==> config.mk <==
export PLATFORM = sky130hd
export DESIGN_NAME = pdtp_top
export DESIGN_NICKNAME = d
export VERILOG_FILES = /design/src/pdtp_deadtime.v /design/src/pdtp_postscaler.v /design/src/pdtp_top.v
export VERILOG_INCLUDE_DIRS = /design/src
export SDC_FILE = /design/constraint.sdc
export NUM_CORES = 1
export LEC_CHECK = 0
export BUFFER_PORTS_ARGS = -buffer_cell sky130_fd_sc_hd__buf_2
export CAP_MARGIN = 5
export CORE_UTILIZATION = 30
export DETAILED_ROUTE_END_ITERATION = 12
export HOLD_SLACK_MARGIN = 0.12
export SYNTH_ARGS = -nofsm -noshare
export SYNTH_HDL_FRONTEND = slang
export SYNTH_SLANG_ARGS = --single-unit
export TNS_END_PERCENT = 100
==> constraint.sdc <==
create_clock -name aclk -period 1.75 [get_ports aclk]
set_clock_uncertainty 0.1 [all_clocks]
set_input_delay 0.0875 -clock aclk [delete_from_list [all_inputs] [get_ports aclk]]
set_output_delay 0.0875 -clock aclk [all_outputs]
set_load 0.02 [all_outputs]
==> src/pdtp_defs.vh <==
// Register map, field positions and reset values of the PWM dead-time and trigger postscaler block.
// Assumes inclusion by bare name from the design files of this block.
`ifndef PDTP_DEFS_VH
`define PDTP_DEFS_VH

// ======================================================================
// Register byte offsets
`define PDTP_OFF_DT_PRIMARY 8'h00
`define PDTP_OFF_DT_ALTERNATE 8'h04
`define PDTP_OFF_TRIG_CTRL 8'h08
`define PDTP_OFF_STATUS 8'h0C

// ======================================================================
// Field positions
`define PDTP_DT_MSB 13
`define PDTP_DT_LSB 2
`define PDTP_DIV_MSB 15
`define PDTP_DIV_LSB 13
`define PDTP_START_MSB 5
`define PDTP_START_LSB 0

// ======================================================================
// Reset values
`define PDTP_DT_RESET 12'h000
`define PDTP_DIV_RESET 3'h0
`define PDTP_START_RESET 6'h00

// ======================================================================
// AXI responses
`define PDTP_RESP_OKAY 2'h0
`define PDTP_RESP_SLVERR 2'h2

`endif

==> src/pdtp_deadtime.v <==
// Dead-time unit: each edge of the raw PWM signal clears both outputs, then turns the new side on after the chosen dead time.
// Assumes the raw signal is synchronous to aclk; dead time counts aclk cycles.
`timescale 1ns/1ps

module pdtp_deadtime #(
    parameter DT_W = 12
) (
    // Clock and reset
    input wire aclk,
    input wire aresetn,
    // Settings
    input wire [DT_W-1:0] dt_rise,
    input wire [DT_W-1:0] dt_fall,
    // Signals
    input wire pwm_raw,
    output reg out_high,
    output reg out_low
);

    reg last_raw;
    reg [DT_W-1:0] count;

    // Primary delay guards the high side turn on, alternate the low side.
    always @(posedge aclk) begin
        if (!aresetn) begin
            last_raw <= 1'b0;
            count <= {DT_W{1'b0}};
            out_high <= 1'b0;
            out_low <= 1'b0;
        end else begin
            last_raw <= pwm_raw;
            if (pwm_raw != last_raw) begin
                out_high <= 1'b0;
                out_low <= 1'b0;
                count <= pwm_raw ? dt_rise : dt_fall;
            end else if (count != {DT_W{1'b0}}) begin
                count <= count - 1'b1;
            end else begin
                out_high <= pwm_raw;
                out_low <= ~pwm_raw;
            end
        end
    end

endmodule // pdtp_deadtime

==> src/pdtp_postscaler.v <==
// Trigger postscaler: arms on a roll counter match, then passes one trigger event in N+1.
// Assumes trigger events and the roll count are synchronous to aclk.
`timescale 1ns/1ps

module pdtp_postscaler #(
    parameter ROLL_W = 6,
    parameter DIV_W = 3
) (
    // Clock and reset
    input wire aclk,
    input wire aresetn,
    // Control
    input wire [DIV_W-1:0] divider,
    input wire [ROLL_W-1:0] start_match,
    input wire [ROLL_W-1:0] roll_count,
    input wire trig_event,
    // Result
    output reg armed,
    output reg trig_out,
    output reg [DIV_W-1:0] event_count
);

    wire next_armed;
    assign next_armed = armed | (roll_count == start_match);

    always @(posedge aclk) begin
        if (!aresetn) begin
            armed <= 1'b0;
            trig_out <= 1'b0;
            event_count <= {DIV_W{1'b0}};
        end else begin
            armed <= next_armed;
            trig_out <= 1'b0;
            // An event in the match cycle already counts.
            if (next_armed && trig_event) begin
                if (event_count >= divider) begin
                    event_count <= {DIV_W{1'b0}};
                    trig_out <= 1'b1;
                end else begin
                    event_count <= event_count + 1'b1;
                end
            end
        end
    end

endmodule // pdtp_postscaler

==> src/pdtp_top.v <==
// Contract
// - Primary dead time, twelve bits at 13:2
// - Alternate dead time, twelve bits at 13:2
// - Dead-time bits 15:14, 1:0 read zero
// - Divider 15:13 fires once per N+1 events
// - Postscaler idle until roll count matches start
// - Implemented bits read/write except read-only status at 0x0C, reset to zero
//
// Per-generator dead-time and trigger postscaler registers behind an AXI4-Lite slave.
// Assumes one aclk domain and that the roll count and events are synchronous to it.
`timescale 1ns/1ps
`include "pdtp_defs.vh"

module pdtp_top #(
    parameter DT_W = 12,
    parameter ROLL_W = 6,
    parameter DIV_W = 3
) (
    // Clock and reset
    input wire aclk,
    input wire aresetn,
    // AXI4-Lite write address
    input wire [7:0] s_axi_awaddr,
    input wire [2:0] s_axi_awprot,
    input wire s_axi_awvalid,
    output reg s_axi_awready,
    // AXI4-Lite write data
    input wire [31:0] s_axi_wdata,
    input wire [3:0] s_axi_wstrb,
    input wire s_axi_wvalid,
    output reg s_axi_wready,
    // AXI4-Lite write response
    output reg [1:0] s_axi_bresp,
    output reg s_axi_bvalid,
    input wire s_axi_bready,
    // AXI4-Lite read address
    input wire [7:0] s_axi_araddr,
    input wire [2:0] s_axi_arprot,
    input wire s_axi_arvalid,
    output reg s_axi_arready,
    // AXI4-Lite read data
    output reg [31:0] s_axi_rdata,
    output reg [1:0] s_axi_rresp,
    output reg s_axi_rvalid,
    input wire s_axi_rready,
    // Generator side
    input wire [ROLL_W-1:0] roll_count,
    input wire trig_event,
    input wire pwm_raw,
    output reg [DT_W-1:0] dead_time_primary_value,
    output reg [DT_W-1:0] dead_time_alternate_value,
    output wire trig_out,
    output wire pwm_out_high,
    output wire pwm_out_low
);

    // ======================================================================
    // Registers
    reg [DT_W-1:0] dt_primary;
    reg [DT_W-1:0] dt_alternate;
    reg [DIV_W-1:0] trigger_divider;
    reg [ROLL_W-1:0] postscaler_start_match;
    wire ps_armed;
    wire [DIV_W-1:0] ps_count;

    // Write channel latches so address and data may arrive in either order.
    reg aw_held;
    reg w_held;
    reg [7:0] aw_addr;
    reg [31:0] w_data;
    reg [3:0] w_strb;

    function [15:0] merge16;
        input [15:0] old;
        input [31:0] data;
        input [3:0] strb;
        begin
            merge16 = {strb[1] ? data[15:8] : old[15:8], strb[0] ? data[7:0] : old[7:0]};
        end
    endfunction

    function mapped;
        input [7:0] addr;
        begin
            mapped = (addr[7:2] <= 6'h03);
        end
    endfunction

    // Zero padding makes unimplemented bits read as zero.
    function [15:0] dt_image;
        input [DT_W-1:0] dt;
        begin
            dt_image = {2'h0, dt, 2'h0};
        end
    endfunction

    wire [15:0] trig_image;
    assign trig_image = {trigger_divider, 7'h00, postscaler_start_match};

    wire do_write;
    assign do_write = aw_held && w_held && !s_axi_bvalid;
    wire [15:0] dt_p_merged;
    wire [15:0] dt_a_merged;
    wire [15:0] trig_merged;
    assign dt_p_merged = merge16(dt_image(dt_primary), w_data, w_strb);
    assign dt_a_merged = merge16(dt_image(dt_alternate), w_data, w_strb);
    assign trig_merged = merge16(trig_image, w_data, w_strb);

    // ======================================================================
    // Write path
    always @(posedge aclk) begin
        if (!aresetn) begin
            aw_held <= 1'b0;
            w_held <= 1'b0;
            aw_addr <= 8'h00;
            w_data <= 32'h00000000;
            w_strb <= 4'h0;
            s_axi_awready <= 1'b0;
            s_axi_wready <= 1'b0;
            s_axi_bvalid <= 1'b0;
            s_axi_bresp <= `PDTP_RESP_OKAY;
            dt_primary <= `PDTP_DT_RESET;
            dt_alternate <= `PDTP_DT_RESET;
            trigger_divider <= `PDTP_DIV_RESET;
            postscaler_start_match <= `PDTP_START_RESET;
        end else begin
            s_axi_awready <= 1'b0;
            s_axi_wready <= 1'b0;
            if (s_axi_awvalid && !aw_held && !s_axi_awready) begin
                s_axi_awready <= 1'b1;
                aw_held <= 1'b1;
                aw_addr <= s_axi_awaddr;
            end
            if (s_axi_wvalid && !w_held && !s_axi_wready) begin
                s_axi_wready <= 1'b1;
                w_held <= 1'b1;
                w_data <= s_axi_wdata;
                w_strb <= s_axi_wstrb;
            end
            if (do_write) begin
                s_axi_bvalid <= 1'b1;
                s_axi_bresp <= mapped(aw_addr) ? `PDTP_RESP_OKAY : `PDTP_RESP_SLVERR;
                case (aw_addr[7:2])
                    `PDTP_OFF_DT_PRIMARY >> 2: begin
                        dt_primary <= dt_p_merged[`PDTP_DT_MSB:`PDTP_DT_LSB];
                    end
                    `PDTP_OFF_DT_ALTERNATE >> 2: begin
                        dt_alternate <= dt_a_merged[`PDTP_DT_MSB:`PDTP_DT_LSB];
                    end
                    `PDTP_OFF_TRIG_CTRL >> 2: begin
                        trigger_divider <= trig_merged[`PDTP_DIV_MSB:`PDTP_DIV_LSB];
                        postscaler_start_match <= trig_merged[`PDTP_START_MSB:`PDTP_START_LSB];
                    end
                    default: begin
                    end
                endcase
            end
            if (s_axi_bvalid && s_axi_bready) begin
                s_axi_bvalid <= 1'b0;
                aw_held <= 1'b0;
                w_held <= 1'b0;
            end
        end
    end

    // ======================================================================
    // Read path
    reg [31:0] next_rdata;
    always @* begin
        next_rdata = 32'h00000000;
        case (s_axi_araddr[7:2])
            `PDTP_OFF_DT_PRIMARY >> 2: next_rdata = {16'h0000, dt_image(dt_primary)};
            `PDTP_OFF_DT_ALTERNATE >> 2: next_rdata = {16'h0000, dt_image(dt_alternate)};
            `PDTP_OFF_TRIG_CTRL >> 2: next_rdata = {16'h0000, trig_image};
            `PDTP_OFF_STATUS >> 2: next_rdata = {27'h0000000, ps_count, ps_armed, 1'b0};
            default: next_rdata = 32'h00000000;
        endcase
    end

    always @(posedge aclk) begin
        if (!aresetn) begin
            s_axi_arready <= 1'b0;
            s_axi_rvalid <= 1'b0;
            s_axi_rdata <= 32'h00000000;
            s_axi_rresp <= `PDTP_RESP_OKAY;
        end else begin
            s_axi_arready <= 1'b0;
            if (s_axi_arvalid && !s_axi_rvalid && !s_axi_arready) begin
                s_axi_arready <= 1'b1;
                s_axi_rvalid <= 1'b1;
                s_axi_rdata <= next_rdata;
                s_axi_rresp <= mapped(s_axi_araddr) ? `PDTP_RESP_OKAY : `PDTP_RESP_SLVERR;
            end else if (s_axi_rvalid && s_axi_rready) begin
                s_axi_rvalid <= 1'b0;
            end
        end
    end

    // ======================================================================
    // Generator side
    always @(posedge aclk) begin
        if (!aresetn) begin
            dead_time_primary_value <= `PDTP_DT_RESET;
            dead_time_alternate_value <= `PDTP_DT_RESET;
        end else begin
            dead_time_primary_value <= dt_primary;
            dead_time_alternate_value <= dt_alternate;
        end
    end

    pdtp_postscaler #(
        .ROLL_W(ROLL_W),
        .DIV_W(DIV_W)
    ) u_postscaler (
        .aclk(aclk),
        .aresetn(aresetn),
        .divider(trigger_divider),
        .start_match(postscaler_start_match),
        .roll_count(roll_count),
        .trig_event(trig_event),
        .armed(ps_armed),
        .trig_out(trig_out),
        .event_count(ps_count)
    );

    pdtp_deadtime #(
        .DT_W(DT_W)
    ) u_deadtime (
        .aclk(aclk),
        .aresetn(aresetn),
        .dt_rise(dt_primary),
        .dt_fall(dt_alternate),
        .pwm_raw(pwm_raw),
        .out_high(pwm_out_high),
        .out_low(pwm_out_low)
    );

endmodule // pdtp_top

# Word level (Yosys, flattened, before mapping)
# Cells that the tools add are included.
# word_totals
input_bits,73
memories,0
latch_bits,0
ff_bits,146
mem_bits_ro,0
mem_bits_rw,0
# classes
mul,0
div_mod_pow,0
reduce_logical,32
addsub,2
eq_ne,7
shifts,0
order_cmp,3
n_mux,13
n_bitwise,3
# op_table
operator,count
$pmux W16 S4,1
$mux W12,3
$eq A6 B2 Y1 const B,3
$reduce_and A3 Y1,6
$eq A6 B1 Y1 const B,2
$le A6 B2 Y1 const B,2
$logic_not A6 Y1,2
$reduce_bool A12 Y1,1
$sub A12 B1 Y12 const B,1
$logic_and A1 B1 Y1,11
$logic_not A1 Y1,7
$eq A6 B6 Y1,1
$mux W1,6
$mux W2,2
$reduce_bool A2 Y1,2
$reduce_or A2 Y1,2
$add A3 B1 Y3 const B,1
$ge A3 B3 Y1,1
$mux W3,1
$not A1 Y1,2
$reduce_and A2 Y1,1
$ne A1 B1 Y1,1
$or A1 B1 Y1,1

# Longest topological paths before layout
# Gate-level depths: netlist of the first run.
# depth
ltp_word,4
depth_mapped,8
ltp_nobuf,7

# Modules after synthesis
# From an unflattened synthesis of the first run, not the netlist that was laid out.
# unflattened
hier_cells,578
hier_area_um2,5464.0
# by_module_without_submodules
mod,area_per_inst_um2,cells_each,seq_area_each_um2,n_inst
pdtp_top,4052.6,410,2122.0,1
pdtp_deadtime,1032.2,131,300.3,1
pdtp_postscaler,379.1,37,100.1,1

# Least setup slack after synthesis of the first run
# No wires, ideal clock.
# synth_path
path_kind,flip-flop to flip-flop
startpoint,register u_deadtime.count[4]
endpoint,register u_deadtime.count[7]
stages_incl_launch_ff,8
path_slack_ns,-0.139
required_ns,1.518
arrival_ns,1.657
path_cell_list,dfxtp_1 > or4_1 > buf_6 > and4bb_1 > buf_4 > nor3b_1 > xnor2_1 > o22ai_1
# synth_between
elab_chain_cells,3
elab_cells_between_ends,5
# synth_lines
element,line,rtl
start: declaration,pdtp_deadtime.v:21,reg [DT_W-1:0] count;
start signal: assignment,pdtp_deadtime.v:27,count <= {DT_W{1'b0}};
start signal: assignment,pdtp_deadtime.v:35,count <= pwm_raw ? dt_rise : dt_fall;
start signal: assignment,pdtp_deadtime.v:37,count <= count - 1'b1;
$sub A12 B1 Y12,pdtp_deadtime.v:37,
$mux W12,pdtp_deadtime.v:36,end else if (count != {DT_W{1'b0}}) begin
$mux W12,pdtp_deadtime.v:32,if (pwm_raw != last_raw) begin
# Several ways; a longest one is shown, not always the timed one. The select of a mux whose other input is x is not followed.
# A chain may end at the register's enable or synchronous reset.

# Worst setup path in the final report of the first run
# layout_path
startpoint,register u_deadtime.count[7]
endpoint,register u_deadtime.count[11]
# Same word-level chain as after synthesis.

==> results of run 1 <==
==> final cells by class <==
cell class	count	share of cell area, %
multi-input combinational	383	35.0
clock inverter	12	2.50
sequential	126	34.7
tap	220	3.77
clock buffer	20	6.39
inverter	9	0.497
timing repair buffer	178	17.1
==> synthesized netlist by cell type, types with 2 or more instances <==
cell type and number:
clkbuf_1 22, or4_1 4, buf_4 21, a22oi_1 18, a31oi_1 2, nor4_4 2
or3b_2 2, a21o_1 2, clkinv_1 2, o211ai_1 2, nor2_1 76, nor3_1 9
inv_1 7, buf_1 5, nand4_1 2, xnor2_1 10, nand2b_1 5, o22ai_1 3
mux2_2 9, ha_1 6, dfxtp_1 126, nand2_1 51, nand4b_1 2, a21oi_1 33
and2_1 25, nor2b_1 9, xor2_1 2, nand3_1 5, a32oi_1 4, o21ai_0 13
o21a_1 5, mux2i_1 43, mux4_2 3, and3b_1 2, o31ai_1 2
==> registers in the layout, indices dropped and copies added (netlist names), 2 cells and up <==
register	flops
dead_time_primary_value	12
u_deadtime.count	12
dt_alternate	12
u_postscaler.event_count	3
aw_addr	6
dt_primary	12
trigger_divider	3
dead_time_alternate_value	12
postscaler_start_match	6
w_data	16
s_axi_rdata	16
w_strb	2
==> worst max-delay path, stage by stage, from the launching register on <==
cell and delay, ns:
dfxtp_2 0.31, or4_4 0.57, buf_4 0.17, nor4_4 0.27, xor2_1 0.23, o21ai_0 0.11
a21oi_1 0.12
==> report_power, final <==
| group | total, W | internal, W | switching [W] |
|---|---|---|---|
| registers | 0.00313 | 0.00301 | 0.000119 |
| clock network | 0.00381 | 0.00250 | 0.00131 |
| logic | 0.00199 | 0.00103 | 0.000960 |
==> per-layer routing <==
metal  part of all wire (%)  global-route usage, %  up-vias
met5                      0                      0        -
met4                    1.3                   5.30        0
met3                    4.7                   4.49       15
met2                     48                   26.5      111
met1                     46                   20.3     2027
li1                       -                      -     2188
==> worst min-delay path by stage <==
stage	slack (ns)	cells past startpoint	startpoint	end
global route	0.24	5	s_axi_araddr[7]	s_axi_rresp[1]$_SDFFE_PN0P_
detailed placement	0.23	3	s_axi_awaddr[4]	aw_addr[4]$_SDFFE_PN0P_
finish	0.20	7	roll_count[0]	u_postscaler.event_count[1]$_SDFFE_PN0P_
global placement	0.23	3	s_axi_awaddr[5]	aw_addr[5]$_SDFFE_PN0P_
floorplan	0.12	1	aresetn	u_postscaler.armed$_SDFF_PN0_
CTS	0.20	7	roll_count[0]	u_postscaler.event_count[1]$_SDFFE_PN0P_
==> through the flow <==
stage | setup WS, ns | utilization (%) | power (W) | area [µm²]
CTS | -0.153 | 43.4 | 0.00883 | 7250
global route | -0.246 | 43.7 | 0.00936 | 7300
global placement | -0.229 | 36.9 | 0.00478 | 6160
detailed placement | -0.243 | 36.9 | 0.00479 | 6160
finish | -0.190 | 43.7 | 0.00893 | 7300
floorplan | -0.0930 | - | 0.00431 | 5310
==> cells by family after synthesis <==
kind of cell	Yosys count
compound gates	90
xor+xnor	12
fa+ha+maj	6
buf+inv	58
flops	126
mux	55
other cells	1
simple gates	202
==> timing repair <==
item | CTS | global route
setup buffers | 1 | 2
resized for setup | 21 | 9
setup endpoints to repair | 47 | 48
pin swaps | 14 | 10
hold buffers | 35 | 0
hold endpoints to repair | 49 | 0
==> impl_results.md, run 1 <==
- Core ar.: around 0.017 mm²
- R2r startpoint: u_deadtime.count[7]$_SDFFE_PN0P_
- Ys async rst share: 0%
- R2r endpoint: u_deadtime.count[11]$_SDFFE_PN0P_
- Final setup vio count: 42
- Crit-path max FO: 4
- 1st-iter DRT viols: 179
- H-tree Lvls: 4
- Failing checks: setup timing
- Final cell count without fillers: approximately 950
- CTS tree: done
- Cells after DPL: 878
- Area growth syn-to-layout: 41.0%
- Final WS setup: -0.190 ns
- Die Y: 133 µm
- Worst-case clock buffer depth: 2
- Seq cells post-synth: roughly 130
- CP Launch Type: flip-flop
- RSZ-0062 raised after global routing: yes
- Xor-xnor portion of the synthesized cell area: just over 2%
- Post-route ant nets: 0
- Reg clk slew, reported paths: approximately 0.060 ns
- Setup crit end: u_deadtime.count[11]$_SDFFE_PN0P_
- Cells after Synth: 550
- Fmax: 515 MHz
- Synth Cell Area: 0.00518 mm²
- Synth area leaders: dfxtp_1 49%, mux2i_1 8.3%, nor2_1 5.5%, nand2_1 3.7%, a21oi_1 3.2%
- Largest family of logic cells by synthesized area: simple AND/OR/NAND/NOR gates
- Post-synth EDFFs: 0
- Area of the multi-input gates: ~0.0026 mm²
- Die ar.: 0.0178 mm²
- Sequential share of the synthesized area: 48.7%
- Clock sink count: between 100 and 150
- Area leader, netlist: dfxtp_1
- Final Hold Viols: 0
- Pleak: 3.20 nW
- Post-layout min period: 1.94 ns
- Final nets: about 790
- Pins Over Slew Limit: 0
- Crit path kind: flip-flop to flip-flop
- Starting Density: 31.0%
- Share of post-route cells with drive strength above 1: between 30% and 40%
- DR vias: roughly 4300
- DP HPWL: roughly 9.6 mm
- Adder-cell share of the synthesized area: under 10%
- Max cap viols: 0
- Die width: between 100 and 150 µm
- Setup tns final: -3.95 ns
- I/O Pins: about 140
- Crit path capture type: flip-flop
- Gpl congestion: between 0.8 and 0.9
- Tcrit/Tclk final: 111%
- CTS buffer count: 17
- Critical path arrival: around 2.2 ns
- First-pass GRT wire length: 22.0 mm
- Initial antenna violation count: 0
- Root buffer cell: clkbuf_16
- Port bufs: 94
- Compound-Gate Fraction of Synth Area: roughly 11%
- Most frequent cells in the layout: 121 x dfxtp_1, 94 x buf_2, 74 x nor2_1
- Status: finished, violations left
- Vias in the first global route: between 4000 and 5000
- Mux cell area share after synthesis: 11.6%
- Largest net degree at the start of global routing: 50
- Data required time of the worst path: approximately 2.0 ns
- Grt ovf: 0
- Post-synthesis cell type count: 51
- DR WL/cell: around 15 µm
- Average size of a mapped cell: about 9.4 µm²
- CP Launch Point: u_deadtime.count[7]$_SDFFE_PN0P_
- Inserted Diodes: 0
- Yosys Warn Count: 0
- FF-to-FF setup slack: -0.19 ns
- DRC Markers: 0
- PwrDens: about 1200 mW/mm²
- Layout fillers: 1640
- Vias/cell: about 4.6
- GR Util All Layers: 16.1%
- Post-synth top area share: between 40 and 50%
- Routed WL: ~14 mm
- Reg area: about 0.0025 mm²
- Worst vdd ir: between 0.0007 and 0.0008 V
- Post-Synth Simple-Gate Area: about a fifth
- DR pass1 iterations: 4
- Synth Flop Type: dfxtp_1
- R2R depth: 6
- Rows: 47
- Worst Hold Class: input port to flip-flop
- Worst Hold Slack: around 0.20 ns
- Commonest non-fill, non-tap cell in the layout: dfxtp_1
- Worst-Skew Late Latency: 0.41 ns
No activity file was read; power rests on OpenSTA's default activity.
==> inputs of run 2 (changes only) <==
CORE_UTILIZATION = 47   (was 30)
PLACE_DENSITY = 0.76   (was default)
==> run 2 against run 1 <==
  * The flow still finishes with violations (setup timing)
  * Clock power down 12%
  * Routed wire length grew 2.4%
  * Critical path depth up 1
  * Critical path type unchanged
  * Sequential power about the same
  * Highest routed layer unchanged
  * Largest power group unchanged
  * Critical endpoint is now u_deadtime.count[10]$_SDFFE_PN0P_
==> impl_results.md, run 2 (synthesis results as in run 1) <==
- RSZ-0062 raised after global routing: yes
- Max cap viols: 0 (unchanged)
- H-tree Lvls: 4 (unchanged)
- Status: finished, violations left
- Crit path capture type: flip-flop
- Worst hold path endpoint: s_axi_rdata[10]$_SDFFE_PN0P_
- FF-to-FF setup slack: -0.22 ns (-0.03 ns)
- Grt ovf: 0 (unchanged)
- Cells after DPL: 796 (-9.3%)
- Regs by FF count: s_axi_rdata: 16 flops, w_data: 16 flops
- Share of post-route cells with drive strength above 1: 31.6% (+0.71 points)
- Initial antenna violation count: 0 (unchanged)
- I/O Pins: 141 (unchanged)
- Pleak: 3.23 nW (+1.0%)
- WP buf/inv: 2 (+1)
- Hold depth: 4 (-3)
- GR Util All Layers: 25.6% (+9.5 points)
- Crit path max-delay family: simple AND/OR/NAND/NOR gates
- Pins Over Slew Limit: 0 (unchanged)
- Final Hold Viols: 0 (unchanged)
- Hold Path Origin: s_axi_araddr[2]
- Clock sink count: 126 (unchanged)
- 1st-iter DRT viols: 294 (+64%)
- Worst-path cell chain: or4_4 > buf_4 > nor4_4 > xor2_1 > buf_4 > o2111ai_2 > o31ai_2
- Die Y: 107 µm (-20%)
- Post-route ant nets: 0 (unchanged)
- Critical path arrival: 2.27 ns (+0.08 ns)
- Vias in the first global route: 4690 (+11%)
- DR vias: 4606 (+6.1%)
- R2r startpoint: u_deadtime.count[5]$_SDFFE_PN0P_
- DR WL/cell: 16.2 µm (+11%)
- CTS buffer count: 17 (unchanged)
- R2r endpoint: u_deadtime.count[10]$_SDFFE_PN0P_
- PwrDens: 1200 mW/mm² (-1.9%)
- R2R depth: 7 (+1)
- Starting Density: 49.3% (+18 points)
- Commonest non-fill, non-tap cell in the layout: dfxtp_1
- Tcrit/Tclk final: 113% (+1.7 points)
- Worst-case clock buffer depth: 2 (unchanged)
- Post-layout util: 69.6% (+26 points)
- Worst Hold Class: input port to flip-flop
- Area growth syn-to-layout: 41.2%
- Most frequent cells in the layout: 122 x dfxtp_1, 94 x buf_2, 72 x nor2_1
- Rows: 37 (-21%)
- Final nets: 804 (+1.3%)
- Die ar.: 0.0114 mm² (-36%)
- Gpl congestion: 0.861 (-2.1%)
- Fmax: 507 MHz (-1.5%)
- Port bufs: 94 (unchanged)
- Final setup vio count: 44 (+4.8%)
- DP HPWL: 9.07 mm (-5.4%)
- Core ar.: 0.0105 mm² (-37%)
- First-pass GRT wire length: 22.4 mm (+1.9%)
- Final cell count without fillers: 873 (-7.9%)
- Critical Path Slowest Stage Cell: or4_4
- Reg clk slew, reported paths: 0.06 ns (about the same)
- Post-layout min period: 1.97 ns (+0.0304 ns)
- Vias/cell: 5.28 (+15%)
- Layout fillers: 738 (-55%)
- Root buffer cell: clkbuf_8
- Die width: 107 µm (-20%)
- Inserted Diodes: 0 (unchanged)
- Max incr delay on CP: 0.57 ns (about the same)
- Failing checks: setup timing
- CTS tree: done
- DRC Markers: 0 (unchanged)
- Worst vdd ir: 0.000569 V (-23%)
- Crit path kind: flip-flop to flip-flop
- Worst-Skew Late Latency: 0.52 ns (+0.11 ns)
- DR pass1 iterations: 5 (+1)
- Final WS setup: -0.221 ns (-0.0304 ns)
- Largest net degree at the start of global routing: 51 (+2.0%)
- Routed WL: 14.2 mm (+2.4%)
- Data required time of the worst path: 2.05 ns (+0.05 ns)
- CP Launch Type: flip-flop
- Crit-path max FO: 5 (+1)
- Critical path's most frequent cell: buf_4
-- run 2: final cells by class --
| type | instances | area, µm² | area share, % |
|---|---|---|---|
| clock buffers | 25 | 484 | 6.62 |
| repair buffers | 188 | 1360 | 18.6 |
| flip-flops and latches | 126 | 2530 | 34.6 |
| well taps | 136 | 170 | 2.33 |
| multi-input cells | 383 | 2650 | 36.2 |
| inverters | 9 | 36.3 | 0.496 |
| clock inverters | 6 | 82.6 | 1.13 |
-- run 2: per-stage QoR --
stage / instance area (µm²) / setup WS (ns) / total power (W) / setup TNS (ns) / hold WS (ns)
floorplan: 5310 / -0.0930 / 0.00431 / -1.04 / 0.120
global placement: 6090 / -0.222 / 0.00482 / -3.20 / 0.226
detailed placement: 6090 / -0.268 / 0.00487 / -4.07 / 0.236
CTS: 7200 / -0.231 / 0.00854 / -3.90 / 0.132
global route: 7310 / -0.288 / 0.00913 / -7.56 / 0.166
finish: 7310 / -0.221 / 0.00878 / -4.29 / 0.147
-- run 2: report_power, final --
part	internal (W)	switching (W)	leakage, nW
clock network	0.00216	0.00119	0.278
registers	0.00301	0.000118	1.02
logic	0.00118	0.00112	1.93
-- run 2: worst reg2reg max path: stages, from the launching register on --
cell and delay (ns):
dfxtp_2 0.32, or4_4 0.57, buf_4 0.17, nor4_4 0.15
xor2_1 0.12, buf_4 0.14, o2111ai_2 0.18, o31ai_2 0.10
-- run 2: how the worst max path moves through the flow --
stage                                                start  slack [ns]                                 to  depth (start not counted)
after global placement    u_deadtime.count[7]$_SDFFE_PN0P_       -0.22  u_deadtime.count[11]$_SDFFE_PN0P_                          6
after detailed placement  u_deadtime.count[7]$_SDFFE_PN0P_       -0.27  u_deadtime.count[10]$_SDFFE_PN0P_                          6
after global routing      u_deadtime.count[5]$_SDFFE_PN0P_       -0.29  u_deadtime.count[10]$_SDFFE_PN0P_                          7
after CTS                 u_deadtime.count[5]$_SDFFE_PN0P_       -0.23  u_deadtime.count[10]$_SDFFE_PN0P_                          7
after floorplan           u_deadtime.count[5]$_SDFFE_PN0P_       -0.09   u_deadtime.count[5]$_SDFFE_PN0P_                          7
final                     u_deadtime.count[5]$_SDFFE_PN0P_       -0.22  u_deadtime.count[10]$_SDFFE_PN0P_                          7
-- run 2: repair_timing --
action	CTS	global route
endpoints found under the setup margin	46	50
buffers inserted	2	3
pin swaps	19	17
hold buffers	41	0
resized for setup	28	22
hold endpoints to repair	96	0
-- run 2: layer usage --
layer  wire [µm]  vias to the layer above  global-route usage [%]
li1            -                     2211                       -
met1        5930                     2226                    29.2
met2        7360                      146                    44.8
met3         614                       23                    6.57
met4         252                        0                    11.8
met5           0                        -                       0
